===== src/hdl/usr_pkg.sv =====
// Constants for the clocked serial unit: register map, field positions,
// reset values and word lengths.
// Assumes a 32-bit APB slave with one aligned word per register.
package usr_pkg;

    // ------------------------------------------------------------
    // Register byte offsets
    // ------------------------------------------------------------
    localparam logic [7:0] OFS_RX_CTRL = 8'h00;
    localparam logic [7:0] OFS_RX_DATA = 8'h04;
    localparam logic [7:0] OFS_TX_CTRL = 8'h08;
    localparam logic [7:0] OFS_BAUD_CTRL = 8'h0C;
    localparam logic [7:0] OFS_DIV_HIGH = 8'h10;
    localparam logic [7:0] OFS_DIV_LOW = 8'h14;
    localparam logic [7:0] OFS_TX_DATA = 8'h18;
    localparam logic [7:0] OFS_FLAGS = 8'h1C;

    // ------------------------------------------------------------
    // Receive control and status fields
    // ------------------------------------------------------------
    localparam int RXC_PORT_EN = 7;
    localparam int RXC_NINE_SEL = 6;
    localparam int RXC_SINGLE_EN = 5;
    localparam int RXC_CONT_EN = 4;
    localparam int RXC_FRAME_ERR = 2;
    localparam int RXC_OVERRUN = 1;
    localparam int RXC_NINTH = 0;

    // ------------------------------------------------------------
    // Transmit control and status fields
    // ------------------------------------------------------------
    localparam int TXC_CLK_SRC = 7;
    localparam int TXC_NINE_SEL = 6;
    localparam int TXC_TX_EN = 5;
    localparam int TXC_SYNC = 4;
    localparam int TXC_SHIFT_EMPTY = 1;
    localparam int TXC_NINTH = 0;

    // ------------------------------------------------------------
    // Baud control fields and flag register fields
    // ------------------------------------------------------------
    localparam int BDC_IDLE_POL = 4;
    localparam int BDC_WIDE_DIV = 3;
    localparam int FLG_RX_DONE = 1;
    localparam int FLG_TX_EMPTY = 0;

    // ------------------------------------------------------------
    // Reset values and word lengths
    // ------------------------------------------------------------
    localparam logic [7:0] RST_BYTE = 8'h00;
    localparam logic [3:0] WORD_BITS_8 = 4'h8;
    localparam logic [3:0] WORD_BITS_9 = 4'h9;

endpackage


===== src/hdl/usr_sync_core.sv =====
// Clocked half-duplex serial unit: master reception with single or
// continuous words, and transmission with a one-word buffer that keeps
// working on an external clock while the core is in a low-power mode.
// Assumes an APB master on clk and an external partner on the pins.
//
// Overview of operation
// - Either receive enable starts reception.
// - Data pin sampled on clock falling edge.
// - Single enable receives one word, then stops.
// - Continuous enable receives until software clears it or an overrun occurs.
// - Both enables set behaves as continuous.
// - Word received sets flag; enable gates request.
// - Ninth bit and errors shown in control.
// - Data read returns low eight bits.
// - Clearing continuous enable clears the error.
// - Sync, port enable, internal clock mean master.
// - Clearing clock source selects slave operation.
// - Slave takes its clock from the pin.
// - Slave keeps shifting during low-power modes.
// - Second word waits buffered, empty flag clear.
// - After first word, second loads, flag sets.
// - Buffer-empty request wakes the chip when enabled.
// - Buffer write with transmitter enabled starts sending.
// - Slave transmit equals master except clock, sleep.
// - Ninth receive bit only when nine-bit selected.
// - Master drives clock; polarity sets idle level.
// - Buffer-empty flag sets on load, clears on write.
// - Half duplex: receive and transmit exclude each other.
`timescale 1ns/1ps
module usr_sync_core
    import usr_pkg::*;
(
    input wire logic clk,
    input wire logic srst,
    input wire logic psel,
    input wire logic penable,
    input wire logic pwrite,
    input wire logic [7:0] paddr,
    input wire logic [31:0] pwdata,
    output logic [31:0] prdata,
    output logic pready,
    output logic pslverr,
    input wire logic shiftClockIn,
    output logic shiftClockOut,
    output logic shiftClockOe,
    input wire logic serialDataIn,
    output logic serialDataOut,
    output logic serialDataOe,
    input wire logic lowPowerMode,
    input wire logic receiveInterruptEnable,
    input wire logic transmitInterruptEnable,
    output logic receiveCompleteFlag,
    output logic transmitBufferEmptyFlag,
    output logic receiveIrq,
    output logic transmitIrq,
    output logic wakeReq
);
    import usr_pkg::*;

    // Register group state.
    logic portEn_ff, nxt_portEn, nineRx_ff, nxt_nineRx, singleEn_ff, nxt_singleEn;
    logic contEn_ff, nxt_contEn, overrun_ff, nxt_overrun, rxNinth_ff, nxt_rxNinth;
    logic clkSrc_ff, nxt_clkSrc, nineTx_ff, nxt_nineTx, transmitter_enable_ff, nxt_transmitter_enable;
    logic syncMode_ff, nxt_syncMode, txNinth_ff, nxt_txNinth;
    logic idlePol_ff, nxt_idlePol, wideDiv_ff, nxt_wideDiv;
    logic [7:0] divHi_ff, nxt_divHi, divLo_ff, nxt_divLo;
    logic [7:0] txBuf_ff, nxt_txBuf, rxBuf_ff, nxt_rxBuf;
    logic txFull_ff, nxt_txFull, rcFlag_ff, nxt_rcFlag;
    logic [31:0] prdata_ff, nxt_prdata;
    // Link group state.
    logic [2:0] ckSync_ff, nxt_ckSync;
    logic [1:0] dtSync_ff, nxt_dtSync;
    logic [15:0] brgCnt_ff, nxt_brgCnt;
    logic ckLvl_ff, nxt_ckLvl, txBusy_ff, nxt_txBusy, txPend_ff, nxt_txPend;
    logic [8:0] rxSh_ff, nxt_rxSh, txSh_ff, nxt_txSh, rxWord;
    logic [3:0] rxCnt_ff, nxt_rxCnt, txCnt_ff, nxt_txCnt;
    // Shared decode.
    logic wrEn, rdData, master, anyRxEn, rxRun, ckRun, baudTick;
    logic riseEdge, fallEdge, rxDone, rxOvr, txLoad, txDone, txAllowed;
    logic [15:0] divVal;
    logic [3:0] rxLen, txLen;

    // Builds the read value of one register.
    function automatic logic [7:0] regRead(input logic [7:0] addr);
        case (addr)
            OFS_RX_CTRL: regRead = {portEn_ff, nineRx_ff, singleEn_ff, contEn_ff, 1'b0,
                                    1'b0, overrun_ff, rxNinth_ff};
            OFS_RX_DATA: regRead = rxBuf_ff;
            OFS_TX_CTRL: regRead = {clkSrc_ff, nineTx_ff, transmitter_enable_ff, syncMode_ff, 2'b00,
                                    !txBusy_ff, txNinth_ff};
            OFS_BAUD_CTRL: regRead = {3'b000, idlePol_ff, wideDiv_ff, 3'b000};
            OFS_DIV_HIGH: regRead = divHi_ff;
            OFS_DIV_LOW: regRead = divLo_ff;
            OFS_TX_DATA: regRead = txBuf_ff;
            OFS_FLAGS: regRead = {6'h00, rcFlag_ff, !txFull_ff};
            default: regRead = 8'h00;
        endcase
    endfunction

    // Tells whether an address hits a register.
    function automatic logic isMapped(input logic [7:0] addr);
        isMapped = (addr[1:0] == 2'b00) && (addr <= OFS_FLAGS);
    endfunction

    // ------------------------------------------------------------
    // Mode decode and edge finding
    // ------------------------------------------------------------
    // A master drives the clock from the divider; a slave edge-detects the pin.
    assign wrEn = psel && penable && pwrite && isMapped(paddr);
    assign rdData = psel && penable && !pwrite && (paddr == OFS_RX_DATA);
    assign master = portEn_ff && syncMode_ff && clkSrc_ff;
    assign anyRxEn = portEn_ff && syncMode_ff && (contEn_ff || singleEn_ff);
    assign rxRun = anyRxEn && !txBusy_ff && !overrun_ff;
    assign ckRun = master && !lowPowerMode && (rxRun || txBusy_ff || ckLvl_ff != idlePol_ff);
    assign divVal = wideDiv_ff ? {divHi_ff, divLo_ff} : {8'h00, divLo_ff};
    assign baudTick = ckRun && (brgCnt_ff == divVal);
    assign riseEdge = clkSrc_ff ? (baudTick && !ckLvl_ff) : (ckSync_ff[1] && !ckSync_ff[2]);
    assign fallEdge = clkSrc_ff ? (baudTick && ckLvl_ff) : (!ckSync_ff[1] && ckSync_ff[2]);
    assign rxLen = nineRx_ff ? WORD_BITS_9 : WORD_BITS_8;
    assign txLen = nineTx_ff ? WORD_BITS_9 : WORD_BITS_8;
    assign rxDone = rxRun && fallEdge && (rxCnt_ff == rxLen - 4'h1);
    assign rxOvr = rxDone && rcFlag_ff && !rdData;
    assign txAllowed = portEn_ff && syncMode_ff && transmitter_enable_ff;
    assign txLoad = txFull_ff && !txBusy_ff && txAllowed && !(contEn_ff || singleEn_ff);
    assign txDone = txBusy_ff && fallEdge && (txCnt_ff == txLen - 4'h1);

    // Word as it stands once the bit on the current falling edge is in.
    always_comb begin
        rxWord = rxSh_ff;
        rxWord[rxCnt_ff] = dtSync_ff[1];
    end

    // ------------------------------------------------------------
    // Register group
    // ------------------------------------------------------------
    // Software writes, flag updates and the read data register.
    always_comb begin
        nxt_portEn = portEn_ff;
        nxt_nineRx = nineRx_ff;
        nxt_singleEn = singleEn_ff;
        nxt_contEn = contEn_ff;
        nxt_overrun = overrun_ff;
        nxt_rxNinth = rxNinth_ff;
        nxt_clkSrc = clkSrc_ff;
        nxt_nineTx = nineTx_ff;
        nxt_transmitter_enable = transmitter_enable_ff;
        nxt_syncMode = syncMode_ff;
        nxt_txNinth = txNinth_ff;
        nxt_idlePol = idlePol_ff;
        nxt_wideDiv = wideDiv_ff;
        nxt_divHi = divHi_ff;
        nxt_divLo = divLo_ff;
        nxt_txBuf = txBuf_ff;
        nxt_rxBuf = rxBuf_ff;
        nxt_txFull = txFull_ff;
        nxt_rcFlag = rcFlag_ff;
        nxt_prdata = prdata_ff;
        // Read data is captured in the setup phase.
        if (psel && !penable) begin
            nxt_prdata = {24'h000000, regRead(paddr)};
        end
        // A single word ends the single enable unless continuous is on.
        if (rxDone && !contEn_ff) begin
            nxt_singleEn = 1'b0;
        end
        // Reading the data buffer clears the receive flag.
        if (rdData) begin
            nxt_rcFlag = 1'b0;
        end
        // The shift register is fed; the buffer becomes empty.
        if (txLoad) begin
            nxt_txFull = 1'b0;
        end
        if (wrEn) begin
            case (paddr)
                OFS_RX_CTRL: begin
                    nxt_portEn = pwdata[RXC_PORT_EN];
                    nxt_nineRx = pwdata[RXC_NINE_SEL];
                    nxt_singleEn = pwdata[RXC_SINGLE_EN];
                    nxt_contEn = pwdata[RXC_CONT_EN];
                    if (!pwdata[RXC_CONT_EN]) begin
                        nxt_overrun = 1'b0;
                    end
                end
                OFS_TX_CTRL: begin
                    nxt_clkSrc = pwdata[TXC_CLK_SRC];
                    nxt_nineTx = pwdata[TXC_NINE_SEL];
                    nxt_transmitter_enable = pwdata[TXC_TX_EN];
                    nxt_syncMode = pwdata[TXC_SYNC];
                    nxt_txNinth = pwdata[TXC_NINTH];
                end
                OFS_BAUD_CTRL: begin
                    nxt_idlePol = pwdata[BDC_IDLE_POL];
                    nxt_wideDiv = pwdata[BDC_WIDE_DIV];
                end
                OFS_DIV_HIGH: nxt_divHi = pwdata[7:0];
                OFS_DIV_LOW: nxt_divLo = pwdata[7:0];
                OFS_TX_DATA: begin
                    nxt_txBuf = pwdata[7:0];
                    nxt_txFull = 1'b1;
                end
                default: nxt_txFull = nxt_txFull;
            endcase
        end
        // A finished word lands in the buffer with its flag, unless unread data would be lost.
        if (rxOvr) begin
            nxt_overrun = 1'b1;
        end else if (rxDone) begin
            nxt_rxBuf = rxWord[7:0];
            nxt_rxNinth = nineRx_ff ? rxWord[8] : 1'b0;
            nxt_rcFlag = 1'b1;
        end
    end

    // Registers of the register group.
    always_ff @(posedge clk) begin
        if (srst) begin
            portEn_ff <= 1'b0;
            nineRx_ff <= 1'b0;
            singleEn_ff <= 1'b0;
            contEn_ff <= 1'b0;
            overrun_ff <= 1'b0;
            rxNinth_ff <= 1'b0;
            clkSrc_ff <= 1'b0;
            nineTx_ff <= 1'b0;
            transmitter_enable_ff <= 1'b0;
            syncMode_ff <= 1'b0;
            txNinth_ff <= 1'b0;
            idlePol_ff <= 1'b0;
            wideDiv_ff <= 1'b0;
            divHi_ff <= RST_BYTE;
            divLo_ff <= RST_BYTE;
            txBuf_ff <= RST_BYTE;
            rxBuf_ff <= RST_BYTE;
            txFull_ff <= 1'b0;
            rcFlag_ff <= 1'b0;
            prdata_ff <= 32'h00000000;
        end else begin
            portEn_ff <= nxt_portEn;
            nineRx_ff <= nxt_nineRx;
            singleEn_ff <= nxt_singleEn;
            contEn_ff <= nxt_contEn;
            overrun_ff <= nxt_overrun;
            rxNinth_ff <= nxt_rxNinth;
            clkSrc_ff <= nxt_clkSrc;
            nineTx_ff <= nxt_nineTx;
            transmitter_enable_ff <= nxt_transmitter_enable;
            syncMode_ff <= nxt_syncMode;
            txNinth_ff <= nxt_txNinth;
            idlePol_ff <= nxt_idlePol;
            wideDiv_ff <= nxt_wideDiv;
            divHi_ff <= nxt_divHi;
            divLo_ff <= nxt_divLo;
            txBuf_ff <= nxt_txBuf;
            rxBuf_ff <= nxt_rxBuf;
            txFull_ff <= nxt_txFull;
            rcFlag_ff <= nxt_rcFlag;
            prdata_ff <= nxt_prdata;
        end
    end

    // ------------------------------------------------------------
    // Link group
    // ------------------------------------------------------------
    // Pin synchronisers, clock divider and the two shift registers.
    always_comb begin
        nxt_ckSync = {ckSync_ff[1:0], shiftClockIn};
        nxt_dtSync = {dtSync_ff[0], serialDataIn};
        nxt_brgCnt = (!ckRun || baudTick) ? 16'h0000 : brgCnt_ff + 16'h0001;
        nxt_ckLvl = ckLvl_ff;
        nxt_rxSh = rxSh_ff;
        nxt_rxCnt = rxCnt_ff;
        nxt_txSh = txSh_ff;
        nxt_txCnt = txCnt_ff;
        nxt_txBusy = txBusy_ff;
        nxt_txPend = txPend_ff;
        // The master clock toggles per tick and rests at the chosen idle level.
        if (!master) begin
            nxt_ckLvl = idlePol_ff;
        end else if (baudTick) begin
            nxt_ckLvl = !ckLvl_ff;
        end
        // Bits are counted on falling edges only while reception runs.
        if (!rxRun) begin
            nxt_rxCnt = 4'h0;
        end else if (fallEdge) begin
            nxt_rxSh = rxWord;
            nxt_rxCnt = rxDone ? 4'h0 : rxCnt_ff + 4'h1;
        end
        // The partner samples on falling edges; the next bit goes out on the rising edge.
        // In slave mode the pin clock keeps this running whatever the core power state.
        if (!txAllowed) begin
            nxt_txBusy = 1'b0;
        end else if (txLoad) begin
            nxt_txSh = {txNinth_ff, txBuf_ff};
            nxt_txBusy = 1'b1;
            nxt_txCnt = 4'h0;
            nxt_txPend = 1'b0;
        end else if (txBusy_ff) begin
            if (fallEdge) begin
                nxt_txBusy = !txDone;
                nxt_txCnt = txCnt_ff + 4'h1;
                nxt_txPend = 1'b1;
            end else if (riseEdge && txPend_ff) begin
                nxt_txSh = {1'b0, txSh_ff[8:1]};
                nxt_txPend = 1'b0;
            end
        end
    end

    // Registers of the link group.
    always_ff @(posedge clk) begin
        if (srst) begin
            ckSync_ff <= 3'h0;
            dtSync_ff <= 2'h0;
            brgCnt_ff <= 16'h0000;
            ckLvl_ff <= 1'b0;
            rxSh_ff <= 9'h000;
            rxCnt_ff <= 4'h0;
            txSh_ff <= 9'h000;
            txCnt_ff <= 4'h0;
            txBusy_ff <= 1'b0;
            txPend_ff <= 1'b0;
        end else begin
            ckSync_ff <= nxt_ckSync;
            dtSync_ff <= nxt_dtSync;
            brgCnt_ff <= nxt_brgCnt;
            ckLvl_ff <= nxt_ckLvl;
            rxSh_ff <= nxt_rxSh;
            rxCnt_ff <= nxt_rxCnt;
            txSh_ff <= nxt_txSh;
            txCnt_ff <= nxt_txCnt;
            txBusy_ff <= nxt_txBusy;
            txPend_ff <= nxt_txPend;
        end
    end

    // ------------------------------------------------------------
    // Outputs
    // ------------------------------------------------------------
    // Zero-wait APB answer; pins and requests.
    assign prdata = prdata_ff;
    assign pready = 1'b1;
    assign pslverr = psel && penable && !isMapped(paddr);
    assign shiftClockOut = ckLvl_ff;
    assign shiftClockOe = master;
    assign serialDataOut = txSh_ff[0];
    assign serialDataOe = txBusy_ff;
    assign receiveCompleteFlag = rcFlag_ff;
    assign transmitBufferEmptyFlag = !txFull_ff;
    assign receiveIrq = rcFlag_ff && receiveInterruptEnable;
    assign transmitIrq = !txFull_ff && transmitInterruptEnable;
    assign wakeReq = lowPowerMode && (receiveIrq || transmitIrq);
endmodule


===== config.mk =====
export PLATFORM = sky130hd
export DESIGN_NAME = usr_sync_core
export DESIGN_NICKNAME = d
export VERILOG_FILES = /design/src/hdl/usr_pkg.sv /design/src/hdl/usr_sync_core.sv
export SDC_FILE = /design/constraint.sdc
export NUM_CORES = 1
export LEC_CHECK = 0
export BUFFER_PORTS_ARGS = -buffer_cell sky130_fd_sc_hd__buf_4
export CORE_UTILIZATION = 50
export CTS_CLUSTER_DIAMETER = 120
export DETAILED_ROUTE_END_ITERATION = 8
export PLACE_DENSITY = 0.77
export SYNTH_ARGS = -nofsm -noshare
export SYNTH_HDL_FRONTEND = slang
export SYNTH_SLANG_ARGS = --single-unit

===== constraint.sdc =====
create_clock -name clk -period 2.5 [get_ports clk]
set_clock_uncertainty 0.2 [all_clocks]
set_input_delay 0.125 -clock clk [delete_from_list [all_inputs] [get_ports clk]]
set_output_delay 0.125 -clock clk [all_outputs]
set_load 0.03 [all_outputs]

==> flow_summary.toml <==
[cells_and_area]
final_cell_area_mm2 = 0.00691
n_antenna_cell = 0
final_cells = 888
layout_commonest_cell = "buf_4"
drive_gt1_share_pct = 22.1
final_nets = 799
fin_util_pct = 62.9
syn2layout_area_growth_pct = 21.3
final_cell_mix = "107 x buf_4, 99 x dfxtp_1, 80 x nor2_1"

[logic_synthesis]
yosysWarnings = 0
ys_seq_area_share_pct = 36.9
ys.flop_type = "dfxtp_1"
synth_area_mm2 = 0.00570
ys_seq_elements = 105
synth-edff-count = 0
async_flop_share_pct = 0
synthCells = 653
syn_area_per_cell_um2 = 8.73
synth_cell_types = 68

[clock_tree]
cts_tree = "done"
cts_sinks = 105
path_clk_slew_ps = 70
cts_inserted_buffers = 9
htreeDepth = 3
clock-root-buffer = "clkbuf_16"
clock_latency_ps = 350
clockBufferDepth = 2

[min_path]
worstHoldStart = "paddr[1]"
holdPathStages = 4
hold_path.class = "in -> reg"
hold_end = "prdata[7]"

[setup_path]
worst-path-max-fanout = 11
r2r_start = "wideDiv_ff"
worst-path-buf-inv = 1
slowest_stage = "or4_4"
worstSetupStartpointType = "flop"
r2r_end = "rxBuf_ff[3]"
path_delay_family = "compound AO/OA/AOI/OAI gates"
reg2regPathDepth = 7
crit_arrival_ps = 2490
end_kind = "flop"
worst-r2r-setup-slack_ps = 50
critical_path.max_stage_delay_ps = 540
crit_type = "reg -> reg"
path_cells = "buf_4 > o21ai_0 > a2bb2oi_2 > a22o_4 > or4_4 > a21o_4 > mux2_4"
critPathRequiredTime_ps = 2540

[timing]
maxSlewViolCount = 0
fin_ws_ps = 47.3
final_hold_viol_count = 0
post-route-period-util_pct = 98.1
max_slew.worst_pin.slew_ps = 679
min_period_ps = 2450
max_slew_margin_pct = 54.6
setup_viol = 0
fmax_mhz = 408

[detailed_routing]
first_pass_iters = 5
drt-initial-drc-count = 394
detail-route-antenna-nets = 0
vias_per_cell = 5.90
num_vias = 5238
drc = 0
routedWlPerCell_um = 17.2
routed_wl_um = 15200

[die]
core_mm2 = 0.0110
start_util_pct = 51.9
fp.dieW_um = 109
io_pins = 93
fp.dieH_um = 109
die-area_mm2 = 0.0118
rows = 38

[pwr]
p_seq_share_pct = 49.5
vdd_drop_max_uv = 533
leakage_nw = 2.69
swShare_pct = 23.8
p_int_mw = 2.59
pwr-share-comb_pct = 7.0
clkPwrFrac_pct = 43.5
power.switching_mw = 0.811
p_per_area_mw_per_mm2 = 492

[placed_design]
dp_hpwl_um = 11300
placed_cells = 857
placed_area_mm2 = 0.00641
port_buffers = 43
place.gp.congestion = 0.887
place_ws_ps = -194

[global_routing]
grt_max_degree = 68
grt_util_all_layers_pct = 26.7
antenna_found_initial = 0
grt_pass1_vias = 4821
grt_overflow = 0
grt_first_pass_wirelength_um = 24100

[run]
cap_violations = 0

[run_status]
status = "complete, no violations"
-- metrics by stage --
stage	setup TNS [ps]	total power, mW	hold WS (ps)
finish	0	3.40	27.2
global route	-5.96	3.50	51.7
CTS	0	3.43	5.31
detailed placement	-1960	1.95	142
global placement	-1210	1.94	146
floorplan	0	1.90	53.2
-- cells in the mapped netlist (all sizes together) (5+ instances only) --
master	count	area, µm²
nor2	81	304
xor2	11	96.3
nand4	11	75.1
a311oi	20	175
buf	34	241
mux2i	55	551
nand3	11	55.1
nand2	46	173
nor4	7	43.8
dfxtp	105	2100
a21oi	20	100
xnor2	17	149
a211oi	6	45.0
o211ai	13	97.6
nor3	21	121
and3	9	56.3
mux2	9	131
nor2b	18	113
or3	8	50.1
inv	12	45.0
nand4b	5	43.8
nand2b	15	93.8
a2bb2oi	5	43.8
ha	6	75.1
or2	5	31.3
o21ai	17	85.1
a22oi	5	37.5
clkbuf	29	109
-- power by group through the flow --
stage / clock network (mW) / registers, mW / logic, mW
floorplan: 0 / 1.74 / 0.160
global placement: 0 / 1.72 / 0.218
detailed placement: 0 / 1.73 / 0.222
CTS: 1.51 / 1.69 / 0.235
global route: 1.56 / 1.69 / 0.253
finish: 1.48 / 1.69 / 0.238
-- sequential cells by signal, indices dropped and copies added, names as in the netlist, 2 cells and up --
| name | cells |
|---|---|
| brgCnt_ff | 16 |
| rxSh_ff | 9 |
| txSh_ff | 9 |
| divHi_ff | 8 |
| divLo_ff | 8 |
| prdata | 8 |
| rxBuf_ff | 8 |
| txBuf_ff | 8 |
| rxCnt_ff | 4 |
| txCnt_ff | 4 |
| ckSync_ff | 3 |
| dtSync_ff | 2 |
-- worst register-to-register path, cell delays in order, from the launching register on --
cell	delay, ps
dfxtp_4	390
buf_4	160
o21ai_0	110
a2bb2oi_2	110
a22o_4	260
or4_4	540
a21o_4	270
mux2_4	300
-- repair_timing --
| item | 4_1_cts | 5_1_grt |
|---|---|---|
| setup buffers | 0 | 4 |
| endpoints found under the setup margin | 14 | 21 |
| hold buffers | 10 | 0 |
| pin swaps | 0 | 9 |
| resized for setup | 4 | 13 |
| endpoints found under the hold margin | 38 | 0 |
| cloned | 0 | 1 |
-- how the worst max path moves through the flow --
stage | from | end | slack (ps) | cells past startpoint
finish | wideDiv_ff | rxBuf_ff[3] | 50 | 7
floorplan | serialDataOe | rxBuf_ff[0] | 50 | 7
detailed placement | wideDiv_ff | rxBuf_ff[3] | -190 | 6
global placement | wideDiv_ff | rxBuf_ff[5] | -130 | 6
CTS | portEn_ff | txSh_ff[0] | 3 | 7
global route | wideDiv_ff | rxBuf_ff[5] | -5 | 7
-- layer usage --
metal	vias up	GRT usage [%]	routed length (µm)
met5	-	0	0
met4	0	9.36	331
met3	24	6.10	956
met2	227	44.4	7240
met1	2510	33.7	6700
li1	2477	-	-
-- cell type report --
type                       instances  area [µm²]
fill                             908        4070
tap                              140         175
timing repair buffer             118         923
clock inverter                     5        62.6
clock buffer                      11         253
sequential                       105        2110
inverter                          13        48.8
multi-input combinational        496        3340
-- cells by family (layout without fill, tap and decap cells) --
| kind of cell | Yosys count | count (layout) | share of synthesized area, % |
|---|---|---|---|
| AO/OA/AOI/OAI | 116 | 117 | 14.9 |
| XOR/XNOR | 28 | 28 | 4.30 |
| buffers and inverters | 76 | 147 | 7.00 |
| adder cells (fa/ha/maj) | 6 | 6 | 1.32 |
| flip-flops | 105 | 105 | 36.9 |
| AND/OR/NAND/NOR | 255 | 255 | 23.1 |
| other | 2 | 25 | 0.132 |
| multiplexers | 65 | 65 | 12.4 |
No activity file was read; power rests on OpenSTA's default activity.
